[src/core/cfgctl_pkg.sv]
// package: scheme codes, states, timing counts and pin bundles for the config controller
package cfgctl_pkg;
	localparam int CFGCTL_SEL_W = 4;
	// scheme codes, low three bits only on parts without the parallel-flash scheme
	localparam logic [3:0] CFGCTL_SEL_SELF_SERIAL = 4'h2;
	localparam logic [3:0] CFGCTL_SEL_SELF_PARALLEL = 4'h8;
	localparam logic [3:0] CFGCTL_SEL_PASSIVE_SERIAL = 4'h0;
	localparam logic [3:0] CFGCTL_SEL_PASSIVE_BYTE = 4'hE;
	localparam int CFGCTL_CLK_NS = 10;
	localparam int CFGCTL_POR_NS = 100000;
	localparam int CFGCTL_POR_CYC = (CFGCTL_POR_NS + CFGCTL_CLK_NS - 1) / CFGCTL_CLK_NS;
	localparam int CFGCTL_CLKDIV = 2;
	localparam int CFGCTL_DATA_W = 8;
	localparam int CFGCTL_LEN = 64;
	localparam int CFGCTL_INIT_CYC = 16;
	localparam int CFGCTL_CNT_W = 24;

	typedef enum logic [2:0] {
		CFGCTL_POR = 3'b000,
		CFGCTL_LOAD = 3'b001,
		CFGCTL_INIT = 3'b011,
		CFGCTL_USER = 3'b010,
		CFGCTL_ERR = 3'b110,
		CFGCTL_RESTART = 3'b100
	} cfgctl_state_t;

	// open-drain pin: out is always low, enable pulls it
	typedef struct packed {
		logic out;
		logic oe;
	} cfgctl_od_t;
endpackage : cfgctl_pkg

[src/core/cfgctl_sample.sv]
// block: scheme decode and rising-edge detect on the passive configuration clock
`timescale 1ns/1ns
module cfgctl_sample #(
	parameter int DATA_W = 8
) (
	input wire logic clk_i, // system clock
	input wire logic rst_n_i, // async reset
	input wire logic ce_i, // clock enable
	input wire logic [3:0] scheme_select_i, // static scheme straps
	input wire logic config_clock_i, // host clock, passive schemes
	input wire logic [DATA_W-1:0] data_i, // host data
	output logic self_load_o, // self-loading scheme selected
	output logic passive_byte_o, // byte-wide passive scheme
	output logic valid_scheme_o, // code is a known scheme
	output logic edge_o // rising edge of config_clock seen
);
	import cfgctl_pkg::*;
	logic clk_q;
	wire rise = config_clock_i & ~clk_q;
	wire is_ss = scheme_select_i == CFGCTL_SEL_SELF_SERIAL;
	wire is_sp = scheme_select_i == CFGCTL_SEL_SELF_PARALLEL;
	wire is_ps = scheme_select_i == CFGCTL_SEL_PASSIVE_SERIAL;
	wire is_pb = scheme_select_i == CFGCTL_SEL_PASSIVE_BYTE;
	assign self_load_o = is_ss | is_sp; // RULE1
	assign passive_byte_o = is_pb;
	assign valid_scheme_o = is_ss | is_sp | is_ps | is_pb; // RULE1
	assign edge_o = rise; // RULE18
	always_ff @(posedge clk_i or negedge rst_n_i) begin
		if (!rst_n_i) begin
			clk_q <= 1'b0;
		end else if (ce_i) begin
			clk_q <= config_clock_i;
		end
	end
	wire unused_data = ^data_i;
endmodule : cfgctl_sample

[src/core/cfgctl_top.sv]
// config controller: power-up, load, init, user mode and chain hand-off
// Function
// RULE1 - scheme chosen from four static select bits
// RULE2 - restart low in user mode: reset, I/O tri-state
// RULE3 - restart high again starts new configuration
// RULE4 - host reconfigures only by pulsing restart low
// RULE5 - status held low until power-on interval ends
// RULE6 - load error pulls status line low
// RULE7 - external status low while loading means error
// RULE8 - user mode ignores status line transitions
// RULE9 - done line low before and during loading
// RULE10 - done line released when initialization begins
// RULE11 - user mode entered only after done seen high
// RULE12 - done line low ignored after user mode
// RULE13 - configuration accepted only while chip enable low
// RULE14 - chain enable driven low when configuration completes
// RULE15 - board chains enable out to next chip enable
// RULE16 - self-loading schemes select external memory low
// RULE17 - self-loading schemes drive configuration clock out
// RULE18 - passive schemes capture on config clock rising
// RULE19 - status and done only low or released
// RULE20 - states: reset, load, init, user; errors back
`timescale 1ns/1ns
module cfgctl_top #(
	parameter int POR_CYC = cfgctl_pkg::CFGCTL_POR_CYC,
	parameter int LEN = cfgctl_pkg::CFGCTL_LEN,
	parameter int DATA_W = cfgctl_pkg::CFGCTL_DATA_W
) (
	input wire logic clk_i, // 100 MHz clock
	input wire logic rst_n_i, // async reset, power-up
	input wire logic ce_i, // clock enable
	input wire logic [3:0] scheme_select_i, // scheme straps
	input wire logic config_restart_n_i, // restart request, low active
	input wire logic chip_enable_n_i, // chip enable, low active
	input wire logic shared_status_n_i, // status wire level
	input wire logic config_done_line_i, // done wire level
	input wire logic config_clock_i, // host clock in passive schemes
	input wire logic [DATA_W-1:0] data_i, // configuration data
	input wire logic data_err_i, // data integrity error seen
	output cfgctl_pkg::cfgctl_od_t shared_status_n_o, // status pull-down
	output cfgctl_pkg::cfgctl_od_t config_done_line_o, // done pull-down
	output logic config_clock_o, // generated config clock
	output logic config_clock_oe_o, // config clock driven
	output logic config_mem_select_n_o, // external memory select
	output logic chain_enable_out_n_o, // enable for next device
	output logic user_io_oe_o, // user I/O may drive
	output logic [2:0] state_o // present state
);
	import cfgctl_pkg::*;
	cfgctl_state_t state, next_state;
	logic [CFGCTL_CNT_W-1:0] cnt, next_cnt;
	logic self_load, passive_byte, valid_scheme, cap_edge;
	logic [2:0] clkdiv;
	logic [DATA_W-1:0] shadow;
	logic status_pull, done_pull, gen_clk, gen_oe, mem_sel_n, ceo_n, io_oe;

	cfgctl_sample #(.DATA_W(DATA_W)) u_sample (
		.clk_i(clk_i),
		.rst_n_i(rst_n_i),
		.ce_i(ce_i),
		.scheme_select_i(scheme_select_i),
		.config_clock_i(config_clock_i),
		.data_i(data_i),
		.self_load_o(self_load),
		.passive_byte_o(passive_byte),
		.valid_scheme_o(valid_scheme),
		.edge_o(cap_edge)
	);

	function automatic logic cnt_done(input logic [CFGCTL_CNT_W-1:0] c, input int lim);
		cnt_done = c >= CFGCTL_CNT_W'(lim - 1);
	endfunction : cnt_done

	wire restart = ~config_restart_n_i;
	// self-loading: our divided clock is the word strobe
	wire gen_tick = clkdiv == 3'(CFGCTL_CLKDIV - 1);
	wire word_tick = self_load ? (gen_tick & gen_clk) : cap_edge; // RULE17 RULE18
	wire accept = ~chip_enable_n_i & valid_scheme; // RULE13
	wire ext_status_low = ~shared_status_n_i & ~status_pull;

	always_comb begin
		next_state = state;
		next_cnt = cnt;
		case (state)
		CFGCTL_POR: begin
			next_cnt = cnt + 1'b1;
			if (cnt_done(cnt, POR_CYC)) begin // RULE5
				next_state = restart ? CFGCTL_RESTART : CFGCTL_LOAD;
				next_cnt = '0;
			end
		end
		CFGCTL_LOAD: begin
			if (restart) begin
				next_state = CFGCTL_RESTART; // RULE20
			end else if (data_err_i | ext_status_low) begin
				next_state = CFGCTL_ERR; // RULE6 RULE7
			end else if (accept & word_tick) begin
				next_cnt = cnt + 1'b1;
				if (cnt_done(cnt, LEN)) begin
					next_state = CFGCTL_INIT; // RULE10
					next_cnt = '0;
				end
			end
		end
		CFGCTL_INIT: begin
			if (restart) begin
				next_state = CFGCTL_RESTART;
			end else if (ext_status_low) begin
				next_state = CFGCTL_ERR; // RULE7
			end else if (config_done_line_i) begin // RULE11
				next_cnt = cnt + 1'b1;
				if (cnt_done(cnt, CFGCTL_INIT_CYC)) begin
					next_state = CFGCTL_USER;
				end
			end
		end
		CFGCTL_USER: begin
			// status and done wires not examined here
			if (restart) begin // RULE2 RULE8 RULE12 RULE4
				next_state = CFGCTL_RESTART;
			end
		end
		CFGCTL_ERR: begin
			if (restart) begin
				next_state = CFGCTL_RESTART; // RULE20
			end
		end
		CFGCTL_RESTART: begin
			next_cnt = '0;
			if (!restart) begin
				next_state = CFGCTL_LOAD; // RULE3
			end
		end
		default: begin
			next_state = CFGCTL_POR;
			next_cnt = '0;
		end
		endcase
	end

	// output decode, registered below so every pin leaves a flip-flop
	wire loading = next_state == CFGCTL_LOAD;
	assign status_pull = (state == CFGCTL_POR) | (state == CFGCTL_ERR) |
		(state == CFGCTL_RESTART); // RULE5 RULE6
	wire next_status_pull = (next_state == CFGCTL_POR) | (next_state == CFGCTL_ERR) |
		(next_state == CFGCTL_RESTART);
	wire next_done_pull = (next_state != CFGCTL_INIT) & (next_state != CFGCTL_USER); // RULE9
	wire next_mem_sel_n = ~(loading & self_load & accept); // RULE16
	wire next_ceo_n = ~(next_state == CFGCTL_USER); // RULE14
	wire next_io_oe = next_state == CFGCTL_USER; // RULE2

	always_ff @(posedge clk_i or negedge rst_n_i) begin
		if (!rst_n_i) begin
			state <= CFGCTL_POR;
			cnt <= '0;
		end else if (ce_i) begin
			state <= next_state;
			cnt <= next_cnt;
		end
	end

	always_ff @(posedge clk_i or negedge rst_n_i) begin
		if (!rst_n_i) begin
			clkdiv <= 3'h0;
			gen_clk <= 1'b0;
			gen_oe <= 1'b0;
		end else if (ce_i) begin
			gen_oe <= loading & self_load; // RULE17
			clkdiv <= (gen_tick | ~gen_oe) ? 3'h0 : clkdiv + 3'h1;
			gen_clk <= gen_oe & (gen_tick ? ~gen_clk : gen_clk);
		end
	end

	always_ff @(posedge clk_i or negedge rst_n_i) begin
		if (!rst_n_i) begin
			done_pull <= 1'b1;
			mem_sel_n <= 1'b1;
			ceo_n <= 1'b1;
			io_oe <= 1'b0;
			shadow <= '0;
		end else if (ce_i) begin
			done_pull <= next_done_pull;
			mem_sel_n <= next_mem_sel_n;
			ceo_n <= next_ceo_n;
			io_oe <= next_io_oe;
			if (state == CFGCTL_LOAD && accept && word_tick) begin
				shadow <= passive_byte ? data_i : {shadow[DATA_W-2:0], data_i[0]}; // RULE18
			end
		end
	end

	logic stat_q;
	always_ff @(posedge clk_i or negedge rst_n_i) begin
		if (!rst_n_i) begin
			stat_q <= 1'b1;
		end else if (ce_i) begin
			stat_q <= next_status_pull;
		end
	end

	// open-drain: data fixed low, only enables move
	assign shared_status_n_o = '{out: 1'b0, oe: stat_q}; // RULE19
	assign config_done_line_o = '{out: 1'b0, oe: done_pull}; // RULE19
	assign config_clock_o = gen_clk;
	assign config_clock_oe_o = gen_oe;
	assign config_mem_select_n_o = mem_sel_n;
	assign chain_enable_out_n_o = ceo_n;
	assign user_io_oe_o = io_oe;
	assign state_o = state;

	wire unused_shadow = ^shadow;
endmodule : cfgctl_top

[config.mk]
export PLATFORM = sky130hd
export DESIGN_NAME = cfgctl_top
export DESIGN_NICKNAME = d
export VERILOG_FILES = /design/src/core/cfgctl_pkg.sv /design/src/core/cfgctl_sample.sv /design/src/core/cfgctl_top.sv
export SDC_FILE = /design/constraint.sdc
export NUM_CORES = 1
export LEC_CHECK = 0
export BUFFER_PORTS_ARGS = -buffer_cell sky130_fd_sc_hd__buf_2
export CAP_MARGIN = 20
export CORE_MARGIN = 3
export CORE_UTILIZATION = 60
export CTS_BUF_LIST = sky130_fd_sc_hd__clkbuf_2 sky130_fd_sc_hd__clkbuf_4 sky130_fd_sc_hd__clkbuf_8
export DETAILED_ROUTE_END_ITERATION = 16
export GPL_TIMING_DRIVEN = 0
export PLACE_DENSITY = 0.93
export REMOVE_ABC_BUFFERS = 1
export SLEW_MARGIN = 40
export SYNTH_ARGS = -nofsm -noshare
export SYNTH_HDL_FRONTEND = slang
export SYNTH_HIERARCHICAL = 1
export SYNTH_SLANG_ARGS = --single-unit
[constraint.sdc]
create_clock -name clk_i -period 3 [get_ports clk_i]
set_input_delay 0.15 -clock clk_i [delete_from_list [all_inputs] [get_ports clk_i]]
set_output_delay 0.15 -clock clk_i [all_outputs]
set_load 0.05 [all_outputs]
### Word-level counts from Yosys, hierarchy flattened

Cells that the tools add are included.

| word-level totals | value |
|---|---|
| bits in registers | 38 |
| input port bits | 21 |
| memory bits (writable) | 0 |
| memories kept | 0 |
| logic and storage cells | 94 |
| latch bits | 0 |
| output and inout port bits | 12 |
| bits in read-only memories | 0 |

| cells by class | value |
|---|---|
| $mul | 0 |
| bitwise logic cells | 27 |
| $lt $le $gt $ge | 3 |
| reduce and logical (&&, ||, !) cells | 5 |
| equality and inequality tests | 21 |
| multiplexer cells | 25 |
| $add $sub $neg | 2 |
| shift-type cells | 0 |
| div/mod/pow operators | 0 |

Operators by type and width:

| cell | count |
|---|---|
| $mux 24 | 8 |
| $pmux 24 s4 | 1 |
| $mux 3 | 13 |
| $add 24x1->24 const B | 1 |
| $ge 24x14->1 const B | 1 |
| $ge 24x4->1 const B | 1 |
| $ge 24x6->1 const B | 1 |
| $pmux 3 s5 | 1 |
| $eq 3x3->1 const B | 4 |
| $ne 2x2->1 const B | 6 |
| $and 1x1->1 | 9 |
| $eq 3x1->1 const B | 3 |
| $eq 3x2->1 const B | 3 |
| $not 1->1 | 9 |
| $or 1x1->1 | 9 |
| $eq 4x4->1 const B | 2 |
| $reduce_and 8->1 | 1 |
| $logic_not 3->1 | 2 |
| $ne 3x2->1 const B | 2 |
| $eq 4x2->1 const B | 1 |
| $logic_not 4->1 | 1 |
| $add 3x1->3 const B | 1 |
| $mux 1 | 2 |
| $reduce_or 2->1 | 1 |

### Depth between registers and ports, before layout

Gate-level depths: netlist of run 1.

| logic depth | value |
|---|---|
| depth after elaboration | 14 |
| depth in mapped cells | 12 |
| gate-level depth less buffers | 10 |

### Hierarchy

The synthesis of run 1 kept the hierarchy.

Modules (own cells, without submodules):

| module | instances | cells each | area an instance (µm²) |
|---|---|---|---|
| cfgctl_top | 1 | 265 | 2341.0 |
| cfgctl_sample | 1 | 8 | 80.1 |

### Worst setup path before layout of run 1

No wires, ideal clock.

| timing | value |
|---|---|
| path type | reg-to-reg |
| from | register clkdiv[0] |
| to | register cnt[9] |
| path slack | 0.553 ns |
| data arrival time | 2.323 ns |
| cell stages (with the launch flop) | 12 |
| required time | 2.876 ns |
| path through | dfrtp_1 > ha_1 > nor2b_1 > ha_1 > mux2_2 > and3_1 > a311oi_1 > or3_1 > buf_2 > buf_4 > nor4_1 > a211o_1 |

| between the ends | value |
|---|---|
| longest elaborated chain between the ends | 6 |

Ends and longest elaborated chain:

| what | line | text |
|---|---|---|
| from (decl) | cfgctl_top.sv:53 | `logic [2:0] clkdiv;` |
| from (signal assigned) | cfgctl_top.sv:169 | `clkdiv <= (gen_tick \| ~gen_oe) ? 3'h0 : clkdiv + 3'h1;` |
| $eq 3x1->1 | cfgctl_top.sv:76 | `wire gen_tick = clkdiv == 3'(CFGCTL_CLKDIV - 1);` |
| $and 1x1->1 | cfgctl_top.sv:77 | `wire word_tick = self_load ? (gen_tick & gen_clk) : cap_edge;` |
| $mux 1 | cfgctl_top.sv:77 |  |
| $and 1x1->1 | cfgctl_top.sv:97 | `end else if (accept & word_tick) begin` |
| $ne 2x2->1 (no line) | n/a |  |
| $reduce_and 8->1 (no line) | n/a |  |
| to (signal assigned) | cfgctl_top.sv:158 | `cnt <= next_cnt;` |
| to (decl) | cfgctl_top.sv:51 | `logic [CFGCTL_CNT_W-1:0] cnt, next_cnt;` |

No other way between the ends.
A chain may end at the register's enable or synchronous reset.

### Worst setup path in the final report of run 1

| timing | value |
|---|---|
| from | register clkdiv[0] |
| to | register cnt[16] |

The elaborated chain is that of the path after synthesis.

==> parameters.txt, run 1 <==
Parameter                              Value

Setup path
  Worst Setup Path Type    flip-flop to flip-flop
  CP Launch Type    flip-flop
  Critical-path top delay cell    sky130_fd_sc_hd__dfrtp_1
  Critical path data arrival time    2980 ps
  Most frequent cell on the critical path    sky130_fd_sc_hd__ha_1
  Crit path required time    3180 ps
  Peak per-stage delay on the critical path    420 ps
  Kind of capture point of the worst setup path    flip-flop
  Cells on worst reg2reg path    9
  Crit-path max FO    23
  Crit-path cells    ha_1 > nor2b_1 > ha_1 > mux2_2 > and3_1 > a311oi_1 > or3_4 > nor2_4 > a221o_1

Run
  Number of max-capacitance violations reported    0

Power and ir drop
  Cell leakage power    1.12 nW
  Power density over the cells    812 nW/um^2
  Peak supply drop    0.000458 V
  PnR Total Power    2.10 mW

Routing
  Via count of the routed design    2251
  Detailed-router iteration count before antenna repair    5
  Post-DR vias/cell    6.76
  Antenna Nets Post-Route    0
  Number of design rule violations left after detail routing    0
  Initial detailed-routing violation count    233
  Sum of routed wire length over all layers    5510 um
  WL per Instance    16.5 um

Hold path
  Type of the most critical hold path    input port to flip-flop
  Hold Path Cell Cnt    3

Die
  Starting Density    64.2%
  Die Height    69.5 um
  Die width    69.5 um
  Count of standard-cell rows    22
  Placeable core area    3770 um^2
  I/O pin count    33
  Die footprint    4830 um^2

Finish
  Proportion of layout cells with a drive suffix above 1    19.3%
  Non-filler instance count after layout    333
  Design Area, Final    2590 um^2
  Layout Utilization    68.6%
  Area growth from synthesis to final layout    6.92%
  Number of nets in the finished design    309
  Final antenna diode count    0

Clocking
  Clock transition at path regs    70 ps
  Deepest clock path buffer count    2
  Number of clock sinks    38
  Clock tree root buffer cell    sky130_fd_sc_hd__clkbuf_8
  Worst skew pair latency    290 ps
  Total clock buffers created by CTS    5
  H-tree Lvls    2
  TritonCTS clock tree    done

Global routing
  Wire length of the first global-routing pass    9050 um
  Antenna violations before repair    0
  Global Route Usage Sum    22.9%
  Maximum number of pins on one net before global-route repair    39
  GR Overflow Total    0
  Number of global-route vias before repair    1949

Yosys
  Share of synthesized cell area in full adder, half adder and majority cells    2.07%
  Share of the synthesized area in compound gates (AO/OA/AOI/OAI)    23.4%
  Count of flip-flops with a built-in enable after synthesis    0
  Yosys synthesis warning count    6
  Ranking of synthesized cells by instance count    sky130_fd_sc_hd__dfrtp_1, sky130_fd_sc_hd__nand2_1, sky130_fd_sc_hd__nor2_1
  Synthesized-area fraction occupied by xor and xnor cells    0.362%
  Register bit total from synthesis    38
  Share of the yosys chip area belonging to registers    39.5%
  Largest family of logic cells by synthesized area    simple AND/OR/NAND/NOR gates
  Area share of the leading cell type in the synthesized netlist    35.1%
  Simple-gate area share of the yosys netlist    24.2%
  Post-synth ARST share    100%
  Multiplexer share of the synthesized area    2.69%
  Most frequent cell after synthesis    sky130_fd_sc_hd__dfrtp_1
  Mean instance size in the synthesized netlist    8.87 um^2
  Post-Syn Instances    273
  Cell types with the largest area share after synthesis    sky130_fd_sc_hd__dfrtp_1, sky130_fd_sc_hd__dfstp_2, sky130_fd_sc_hd__a22o_1, sky130_fd_sc_hd__nand2_1, sky130_fd_sc_hd__o21ai_0
  Distinct cells, synth    59
  Primary FF master, synth    sky130_fd_sc_hd__dfrtp_1
  Cell accounting for the most synthesized area    sky130_fd_sc_hd__dfrtp_1
  Syn Std Cell Area    2420 um^2

STA
  Share of the clock period used by the worst path    93.2%
  Count of final hold-check violations    0
  Final setup violation count    0
  Worst setup margin    205 ps
  Count of pins over their slew limit    0
  Actual slew at the worst max-slew pin    736 ps
  Worst clock skew on the final layout    4.31 ps
  Fmax    0.358 GHz
  Total Neg Setup Slack    0 ps
  Worst hold slack    93.9 ps
  Max_slew headroom    50.9%
  Shortest clock period the worst path allows after layout    2800 ps
  RSZ-0062 raised after global routing    false

Place
  Number of placed cells counting well taps    324
  Placed Instance Area    2460 um^2
  Post-place setup slack    -356 ps
  Detailed placer's ending HPWL    3760 um
  Final GP Congestion    0.897
  Count of buffers from port buffering    22

Outcome
  Status    complete, no violations
-- per-layer routing --
layer | routed length [um] | vias up | global-route usage [%] | share of wire [%]
li1 | - | 1033 | - | -
met1 | 2380 | 1095 | 32.0 | 43
met2 | 2620 | 106 | 36.0 | 47
met3 | 420 | 17 | 3.77 | 7.6
met4 | 95 | 0 | 8.24 | 1.7
met5 | 0 | - | 0 | 0
-- worst paths after layout --
| check | startpoint | end | slack (ps) |
|---|---|---|---|
| setup / recovery | clkdiv[0] | cnt[16] | 200 |
| hold / removal | chip_enable_n_i | config_mem_select_n_o | 90 |
| setup reg to reg | clkdiv[0] | cnt[16] | 200 |
| hold reg to reg | config_mem_select_n_o | config_mem_select_n_o | 500 |
| max in group asynchronous | rst_n_i | chain_enable_out_n_o | 2280 |
| min in group asynchronous | rst_n_i | cnt[9] | 340 |
-- layout by cell type, fill, tap and decap left out, drive strengths merged, types with 5 or more instances in the layout --
cell,netlist,routed
dfrtp,34,34
nand2,25,25
nor2,24,24
buf,11,22
o21ai,20,20
nand3,16,16
inv,13,13
a22o,12,12
nor3,11,11
nand4,8,8
nor4,8,8
a21oi,6,6
o31ai,6,6
clkbuf,9,6
a21o,6,6
nor2b,5,5
-- where the power goes --
| part | switching, mW | total (mW) | internal [mW] | leakage [nW] |
|---|---|---|---|---|
| Clock | 0.185 | 0.369 | 0.185 | 0.0472 |
| Sequential | 0.111 | 0.698 | 0.587 | 0.510 |
| Combinational | 0.669 | 1.03 | 0.366 | 0.560 |
| Total | 0.965 | 2.10 | 1.14 | 1.12 |
-- kinds of logic after synthesis --
kind of cell | Yosys count
mux | 6
flops | 38
xor+xnor | 1
simple gates | 114
other cells | 1
buf+inv | 33
fa+ha+maj | 4
compound gates | 76
-- critical path: cells and delay by family, from the launching register on --
kind / cells / cell delay, ps
AND/OR/NAND/NOR: 4 / 860
flip-flops: 1 / 420
multiplexers: 1 / 260
AO/OA/AOI/OAI: 2 / 710
adder cells (fa/ha/maj): 2 / 430
-- timing repair --
| item | CTS | global route |
|---|---|---|
| setup buffers | 0 | 0 |
| resized for setup | 2 | 2 |
| hold endpoints to repair | 34 | 0 |
| hold buffers | 1 | 0 |
| endpoints found under the setup margin | 12 | 13 |
| pin swaps | 0 | 0 |
-- state kept, by name, indices dropped and copies added, names as in the netlist --
| register | count |
|---|---|
| chain_enable_out_n_o | 1 |
| clkdiv | 3 |
| cnt | 24 |
| config_clock_o | 1 |
| config_clock_oe_o | 1 |
| config_mem_select_n_o | 1 |
| done_pull | 1 |
| stat_q | 1 |
| state_o | 3 |
| u_sample/clk_q | 1 |
| user_io_oe_o | 1 |
-- final cells by class --
class,instances,area (um^2)
Multi-Input combinational cell,203,1310
Fill cell,283,1180
Sequential cell,38,956
Timing Repair Buffer,23,123
Clock buffer,6,82.6
Tap cell,48,60.1
Inverter,13,48.8
Clock inverter,2,12.5
Power figures use the tool's default switching activity.
==> inputs of run 2 (changes only) <==
--- a/config.mk
+++ b/config.mk
@@ -6,16 +6,15 @@
 export NUM_CORES = 1
 export LEC_CHECK = 0
 export BUFFER_PORTS_ARGS = -buffer_cell sky130_fd_sc_hd__buf_2
-export CAP_MARGIN = 20
+export CAP_MARGIN = 0
 export CORE_MARGIN = 3
-export CORE_UTILIZATION = 60
+export CORE_UTILIZATION = 59
 export CTS_BUF_LIST = sky130_fd_sc_hd__clkbuf_2 sky130_fd_sc_hd__clkbuf_4 sky130_fd_sc_hd__clkbuf_8
 export DETAILED_ROUTE_END_ITERATION = 16
 export GPL_TIMING_DRIVEN = 0
-export PLACE_DENSITY = 0.93
+export PLACE_DENSITY = 0.92
 export REMOVE_ABC_BUFFERS = 1
 export SLEW_MARGIN = 40
 export SYNTH_ARGS = -nofsm -noshare
 export SYNTH_HDL_FRONTEND = slang
-export SYNTH_HIERARCHICAL = 1
 export SYNTH_SLANG_ARGS = --single-unit
==> parameters.txt, run 2 <==
Parameter                              Value

Outcome
  Status    complete, no violations

Yosys
  Count of flip-flops with a built-in enable after synthesis    0 (unchanged)
  Most frequent cell after synthesis    sky130_fd_sc_hd__dfrtp_1
  Area share of the leading cell type in the synthesized netlist    36.0% (+0.82 points)
  Distinct cells, synth    60 (+1.7%)
  Register bit total from synthesis    38 (unchanged)
  Yosys synthesis warning count    0 (-6)
  Syn Std Cell Area    2370 um^2 (-2.3%)
  Primary FF master, synth    sky130_fd_sc_hd__dfrtp_1
  Ranking of synthesized cells by instance count    sky130_fd_sc_hd__dfrtp_1, sky130_fd_sc_hd__nand2_1, sky130_fd_sc_hd__nand3_1, sky130_fd_sc_hd__nor2_1, sky130_fd_sc_hd__o21ai_0
  Post-synth ARST share    100% (unchanged)
  Mean instance size in the synthesized netlist    9.24 um^2 (+4.2%)
  Cell types with the largest area share after synthesis    sky130_fd_sc_hd__dfrtp_1, sky130_fd_sc_hd__dfstp_2, sky130_fd_sc_hd__nand2_1, sky130_fd_sc_hd__a22o_1, sky130_fd_sc_hd__nand3_1
  Cell accounting for the most synthesized area    sky130_fd_sc_hd__dfrtp_1
  Share of the yosys chip area belonging to registers    40.4% (+0.92 points)
  Post-Syn Instances    256 (-6.2%)

Die
  Die width    69.3 um (-0.28%)
  Placeable core area    3770 um^2 (unchanged)
  Starting Density    62.7% (-1.5 points)
  Die footprint    4810 um^2 (-0.56%)
  I/O pin count    33 (unchanged)
  Count of standard-cell rows    22 (unchanged)
  Die Height    69.3 um (-0.28%)

STA
  Final setup violation count    0 (unchanged)
  Fmax    0.352 GHz (-1.6%)
  RSZ-0062 raised after global routing    false
  Worst clock skew on the final layout    11.3 ps (+7.00 ps)
  Shortest clock period the worst path allows after layout    2840 ps (+46.7 ps)
  Actual slew at the worst max-slew pin    695 ps (-41.5 ps)
  Total Neg Setup Slack    0 ps (unchanged)
  Max_slew headroom    53.7% (+2.8 points)
  Count of final hold-check violations    0 (unchanged)
  Share of the clock period used by the worst path    94.7% (+1.6 points)
  Count of pins over their slew limit    0 (unchanged)

Routing
  Sum of routed wire length over all layers    5340 um (-3.2%)
  Initial detailed-routing violation count    185 (-21%)
  WL per Instance    16.6 um (+0.15%)
  Post-DR vias/cell    6.60 (-2.3%)
  Antenna Nets Post-Route    0 (unchanged)
  Number of design rule violations left after detail routing    0 (unchanged)
  Detailed-router iteration count before antenna repair    4 (-1)
  Via count of the routed design    2126 (-5.6%)

Setup path
  Kind of capture point of the worst setup path    flip-flop
  Crit-path max FO    30 (+30%)
  Family with the most delay on the worst path    simple AND/OR/NAND/NOR gates
  FF-to-FF Start    clkdiv[1]
  Crit path required time    3200 ps (+20 ps)
  Peak per-stage delay on the critical path    470 ps (+50 ps)
  Critical-path top delay cell    sky130_fd_sc_hd__or3_4
  Worst setup path start    clkdiv[1]
  Worst Setup Path Type    flip-flop to flip-flop
  Critical path data arrival time    3040 ps (+60 ps)
  Bufs and invs on worst path    1 (+1)
  Crit-path cells    inv_1 > ha_1 > nor2b_1 > ha_1 > nor4b_2 > o21ai_1 > a31o_2 > or3_4 > o31ai_1
  Most frequent cell on the critical path    sky130_fd_sc_hd__ha_1
  CP Launch Type    flip-flop

Global routing
  Antenna violations before repair    0 (unchanged)
  Wire length of the first global-routing pass    8550 um (-5.5%)
  Global Route Usage Sum    22.1% (-0.86 points)
  Number of global-route vias before repair    1955 (+0.31%)
  GR Overflow Total    0 (unchanged)
  Maximum number of pins on one net before global-route repair    39 (unchanged)

Place
  Final GP Congestion    0.880 (-1.9%)
  Count of buffers from port buffering    22 (unchanged)
  Detailed placer's ending HPWL    3660 um (-2.6%)
  Number of placed cells counting well taps    313 (-3.4%)

Power and ir drop
  Peak supply drop    0.000471 V (+2.9%)
  Cell leakage power    1.14 nW (+2.0%)
  Power density over the cells    654 nW/um^2 (-19%)

Hold path
  Type of the most critical hold path    input port to flip-flop
  Origin of the worst min-delay path    config_clock_i

Clocking
  Post-CTS setup buffers    0 (unchanged)
  TritonCTS clock tree    done
  Total clock buffers created by CTS    5 (unchanged)
  Deepest clock path buffer count    2 (unchanged)
  Clock tree root buffer cell    sky130_fd_sc_hd__clkbuf_8
  H-tree Lvls    2 (unchanged)
  Worst skew pair latency    300 ps (about the same)
  Number of clock sinks    38 (unchanged)
  Clock transition at path regs    80 ps (about the same)

Finish
  Leading cell types in the layout, fill and taps excluded    sky130_fd_sc_hd__dfrtp_1, sky130_fd_sc_hd__nand2_1, sky130_fd_sc_hd__buf_2, sky130_fd_sc_hd__nand3_1, sky130_fd_sc_hd__nor2_1
  Flip-flop count of the largest register, all copies and words added    24 (unchanged)
  Register bank with the most flops    cnt
  Non-filler instance count after layout    322 (-3.3%)
  Fillers    282 (-0.35%)
  Area growth from synthesis to final layout    8.36%
  Commonest non-fill, non-tap cell in the layout    sky130_fd_sc_hd__dfrtp_1
  Proportion of layout cells with a drive suffix above 1    17.2% (-2.1 points)
  Final antenna diode count    0 (unchanged)
  Number of nets in the finished design    298 (-3.6%)

Run
  Number of max-capacitance violations reported    0 (unchanged)
[run 2: timing repair]
item                                    in CTS  in global routing
endpoints found under the setup margin       0                 12
hold buffers                                 1                  0
gates resized for setup                      0                  2
hold endpoints to repair                    34                  0
[run 2: worst min-delay path, delay by kind of cell]
family | cells | cell delay (ps)
buffers and inverters | 1 | 80
AOI/OAI and AO/OA | 1 | 50
and+or+nand+nor | 1 | 40
[run 2: final timing paths]
path,end,slack [ps],depth (start not counted)
max,cnt[20],160,9
min,u_sample.clk_q,60,3
max reg2reg,cnt[20],160,9
min reg2reg,done_pull,490,2
max in group asynchronous,done_pull,2300,2
min in group asynchronous,cnt[21],340,2
[run 2: final cells by class]
class                      instances  area (um^2)  area share [%]
multi-input combinational        193         1280            50.1
clock inverter                     2         12.5           0.488
timing repair buffer              23          123            4.78
tap                               48         60.1            2.34
inverter                          12         45.0            1.76
sequential                        38          956            37.3
clock buffer                       6         82.6            3.22
[run 2: per-stage QoR]
stage	power (mW)	utilization (%)	instance area (um^2)	hold WS (ps)	setup WS, ps
after detailed placement	1.29	64.9	2450	295	60.7
after CTS	1.67	67.7	2550	65.0	13.5
final	1.68	68.0	2560	58.3	158
after global placement	1.27	64.9	2450	288	105
after global routing	1.77	68.0	2560	76.1	22.1
after floorplan	1.13	-	2280	-146	603
[run 2: cell families (layout without fill, tap and decap cells)]
group,after synthesis,count (layout),synth area share [%]
AND/OR/NAND/NOR,99,99,23.5
buffers and inverters,26,43,5.82
other,1,2,0.158
adder cells (fa/ha/maj),5,5,2.54
AO/OA/AOI/OAI,85,85,26.8
flip-flops,38,38,40.4
multiplexers,1,1,0.423
XOR/XNOR,1,1,0.370
[run 2: routing by layer]
metal  track usage (%)  wire length [um]  vias up
li1                  -                 -      998
met1              29.7              2390     1024
met2              32.9              2500       82
met3              5.36               294       22
met4              11.3               150        0
met5                 0                 0        -
[run 2: power by group]
part | leakage (nW) | switching (mW) | internal [mW]
Clock | 0.0472 | 0.194 | 0.185
Sequential | 0.509 | 0.0700 | 0.570
Combinational | 0.584 | 0.425 | 0.232
==> inputs of run 3 (changes only) <==
--- a/config.mk
+++ b/config.mk
@@ -5,14 +5,16 @@
 export SDC_FILE = /design/constraint.sdc
 export NUM_CORES = 1
 export LEC_CHECK = 0
+export ABC_AREA = 1
+export ABC_CLOCK_PERIOD_IN_PS = 3000
 export BUFFER_PORTS_ARGS = -buffer_cell sky130_fd_sc_hd__buf_2
 export CAP_MARGIN = 0
 export CORE_MARGIN = 3
-export CORE_UTILIZATION = 59
+export CORE_UTILIZATION = 61
 export CTS_BUF_LIST = sky130_fd_sc_hd__clkbuf_2 sky130_fd_sc_hd__clkbuf_4 sky130_fd_sc_hd__clkbuf_8
 export DETAILED_ROUTE_END_ITERATION = 16
 export GPL_TIMING_DRIVEN = 0
-export PLACE_DENSITY = 0.92
+export PLACE_DENSITY = 0.93
 export REMOVE_ABC_BUFFERS = 1
 export SLEW_MARGIN = 40
 export SYNTH_ARGS = -nofsm -noshare
==> parameters.txt, run 3 <==
Parameter                              Value

Outcome
  Status    complete, no violations

Finish
  Proportion of layout cells with a drive suffix above 1    18.8% (+1.6 points)
  Non-filler instance count after layout    484 (+50%)
  Commonest non-fill, non-tap cell in the layout    sky130_fd_sc_hd__nand2_1
  Design Area, Final    3110 um^2 (+21%)
  Register bank with the most flops    cnt
  Leading cell types in the layout, fill and taps excluded    sky130_fd_sc_hd__nand2_1, sky130_fd_sc_hd__nor2_1, sky130_fd_sc_hd__inv_1, sky130_fd_sc_hd__dfrtp_1, sky130_fd_sc_hd__nand3_1
  Final antenna diode count    0 (unchanged)
  Flip-flop count of the largest register, all copies and words added    24 (unchanged)
  Layout Utilization    69.4% (+1.4 points)
  Area growth from synthesis to final layout    7.26%
  Number of nets in the finished design    456 (+53%)

Yosys
  Cell accounting for the most synthesized area    sky130_fd_sc_hd__dfrtp_1
  Cell types with the largest area share after synthesis    sky130_fd_sc_hd__dfrtp_1, sky130_fd_sc_hd__nand2_1, sky130_fd_sc_hd__nor2_1, sky130_fd_sc_hd__inv_1, sky130_fd_sc_hd__nand3_1
  Post-Syn Instances    410 (+60%)
  Primary FF master, synth    sky130_fd_sc_hd__dfrtp_1
  Share of the synthesized area in compound gates (AO/OA/AOI/OAI)    11.3% (-15 points)
  Multiplexer share of the synthesized area    0% (-0.42 points)
  Mean instance size in the synthesized netlist    7.06 um^2 (-24%)
  Ranking of synthesized cells by instance count    sky130_fd_sc_hd__nand2_1, sky130_fd_sc_hd__nor2_1, sky130_fd_sc_hd__inv_1
  Share of synthesized cell area in full adder, half adder and majority cells    1.73% (-0.81 points)
  Largest family of logic cells by synthesized area    simple AND/OR/NAND/NOR gates
  Share of the yosys chip area belonging to registers    33.0% (-7.4 points)
  Post-synth ARST share    100% (unchanged)
  Syn Std Cell Area    2900 um^2 (+22%)
  Distinct cells, synth    42 (-30%)
  Register bit total from synthesis    38 (unchanged)
  Yosys synthesis warning count    0 (unchanged)
  Most frequent cell after synthesis    sky130_fd_sc_hd__nand2_1
  Count of flip-flops with a built-in enable after synthesis    0 (unchanged)
  Area share of the leading cell type in the synthesized netlist    29.4% (-6.6 points)
  Simple-gate area share of the yosys netlist    38.3% (+15 points)
  Synthesized-area fraction occupied by xor and xnor cells    4.84% (+4.5 points)

Clocking
  Post-CTS setup buffers    0 (unchanged)
  Clock transition at path regs    80 ps (about the same)
  Number of clock sinks    38 (unchanged)
  Post_cts resized    0 (unchanged)
  Deepest clock path buffer count    2 (unchanged)
  Clock tree root buffer cell    sky130_fd_sc_hd__clkbuf_8
  TritonCTS clock tree    done
  Worst skew pair latency    300 ps (about the same)
  H-tree Lvls    2 (unchanged)
  Total clock buffers created by CTS    5 (unchanged)
  Number of hold-repair buffers added at the cts stage    1 (unchanged)

Hold path
  Type of the most critical hold path    input port to flip-flop

Power and ir drop
  Cell leakage power    1.52 nW (+33%)
  Cell-internal power    837 uW (-15%)
  Clock share of power    27.8% (+5.2 points)
  Peak supply drop    0.000267 V (-43%)
  Net switching power of the design    522 uW (-24%)
  Sequential power share    42.7% (+4.5 points)
  Switching part of the total    38.4% (-2.7 points)
  Power density over the cells    437 nW/um^2 (-33%)
  Combinational power share    29.5% (-9.7 points)
  PnR Total Power    1.36 mW (-19%)

STA
  Worst clock skew on the final layout    12.9 ps (+1.59 ps)
  Fmax    0.421 GHz (+20%)
  Count of final hold-check violations    0 (unchanged)
  RSZ-0062 raised after global routing    false
  Final setup violation count    0 (unchanged)
  Shortest clock period the worst path allows after layout    2370 ps (-468 ps)
  Count of pins over their slew limit    0 (unchanged)
  Share of the clock period used by the worst path    79.1% (-16 points)
  Total Neg Setup Slack    0 ps (unchanged)
  Worst setup margin    626 ps (+468 ps)
  Worst hold slack    63.8 ps (+5.51 ps)

Place
  Placed Instance Area    3000 um^2 (+23%)
  Number of placed cells counting well taps    475 (+52%)
  Detailed placer's ending HPWL    4920 um (+34%)
  Final GP Congestion    0.914 (+3.8%)
  Count of buffers from port buffering    22 (unchanged)
  Post-place setup slack    664 ps (+603 ps)

Routing
  Initial detailed-routing violation count    282 (+52%)
  Via count of the routed design    2685 (+26%)
  Detailed-router iteration count before antenna repair    5 (+1)
  Sum of routed wire length over all layers    6510 um (+22%)
  Post-DR vias/cell    5.55 (-16%)
  Antenna Nets Post-Route    0 (unchanged)
  WL per Instance    13.5 um (-19%)
  Number of design rule violations left after detail routing    0 (unchanged)

Die
  Placeable core area    4470 um^2 (+19%)
  Die footprint    5610 um^2 (+17%)
  Starting Density    64.7% (+2.0 points)
  Die Height    74.9 um (+8.0%)
  Count of standard-cell rows    24 (+9.1%)
  Die width    74.9 um (+8.0%)
  I/O pin count    33 (unchanged)

Setup path
  Worst Setup Path Type    flip-flop to flip-flop
  Crit-path max FO    11 (-63%)
  Crit path required time    3230 ps (+30 ps)
  Kind of capture point of the worst setup path    flip-flop
  Critical path data arrival time    2600 ps (-440 ps)
  CP Launch Type    flip-flop

Global routing
  Number of global-route vias before repair    2358 (+21%)
  Wire length of the first global-routing pass    10600 um (+25%)
  Global Route Usage Sum    24.6% (+2.6 points)
  Antenna violations before repair    0 (unchanged)
  Maximum number of pins on one net before global-route repair    39 (unchanged)
  GR Overflow Total    0 (unchanged)

Run
  Number of max-capacitance violations reported    0 (unchanged)
run 3: cell count changes in the layout (fill, tap and decap cells not counted), sizes merged, moves of 4 or more:
cell and delta:
xor2 +16, and3 -4, a21oi -5, nor2 +45
o31ai -7, o21ai +20, inv +43, nand3 +18
nand2 +81, nor3 +10, a22o -11, a21o -9
nor4 -4, a2bb2oi -7
run 3: critical path, stage by stage, from the launching register on:
cell	delay [ps]
sky130_fd_sc_hd__dfrtp_1	380
sky130_fd_sc_hd__inv_1	70
sky130_fd_sc_hd__ha_1	140
sky130_fd_sc_hd__inv_1	40
sky130_fd_sc_hd__nor2_1	130
sky130_fd_sc_hd__ha_1	170
sky130_fd_sc_hd__inv_1	40
sky130_fd_sc_hd__nand2_1	50
sky130_fd_sc_hd__nand2_1	40
sky130_fd_sc_hd__nor2_1	140
sky130_fd_sc_hd__o21ai_2	90
sky130_fd_sc_hd__nor3_4	360
sky130_fd_sc_hd__buf_6	230
sky130_fd_sc_hd__buf_4	220
sky130_fd_sc_hd__nand2_4	80
sky130_fd_sc_hd__o21ai_2	110
run 3: area by class of cell:
| cell class | instances | area [um^2] |
|---|---|---|
| multi-input cells | 306 | 1640 |
| repair buffers | 25 | 141 |
| inverters | 55 | 209 |
| well taps | 52 | 65.1 |
| fillers | 338 | 1370 |
| clock buffers | 6 | 82.6 |
| flip-flops and latches | 38 | 956 |
| clock inverters | 2 | 12.5 |
run 3: path summary, 6_finish.rpt:
kind	to	depth (start not counted)	slack (ps)	start
max	cnt[0]	15	630	clkdiv[1]
min	u_sample.clk_q	3	60	config_clock_i
max reg2reg	cnt[0]	15	630	clkdiv[1]
min reg2reg	config_mem_select_n_o	2	470	config_mem_select_n_o
max in group asynchronous	done_pull	2	2270	rst_n_i
min in group asynchronous	cnt[6]	2	350	rst_n_i
run 3: cell families (layout without fill, tap and decap cells):
| group | after synthesis | in the layout |
|---|---|---|
| AO/OA/AOI/OAI | 49 | 49 |
| buffers and inverters | 67 | 88 |
| other | 1 | 2 |
| flip-flops | 38 | 38 |
| adder cells (fa/ha/maj) | 4 | 4 |
| XOR/XNOR | 16 | 16 |
| AND/OR/NAND/NOR | 235 | 235 |
run 3: power by group through the flow:
| stage | clock [mW] | combinational (mW) | sequential [mW] |
|---|---|---|---|
| after detailed placement | 0 | 0.394 | 0.589 |
| after floorplan | 0 | 0.229 | 0.639 |
| after global placement | 0 | 0.370 | 0.588 |
| final | 0.377 | 0.401 | 0.580 |
| after CTS | 0.382 | 0.398 | 0.579 |
| after global routing | 0.401 | 0.431 | 0.585 |
run 3: metal layers:
layer	wire length, um	up-vias	track usage (%)
met2	2990	109	39.5
li1	-	1354	-
met3	456	11	4.14
met1	2950	1211	33.9
met5	0	-	0
met4	114	0	8.10
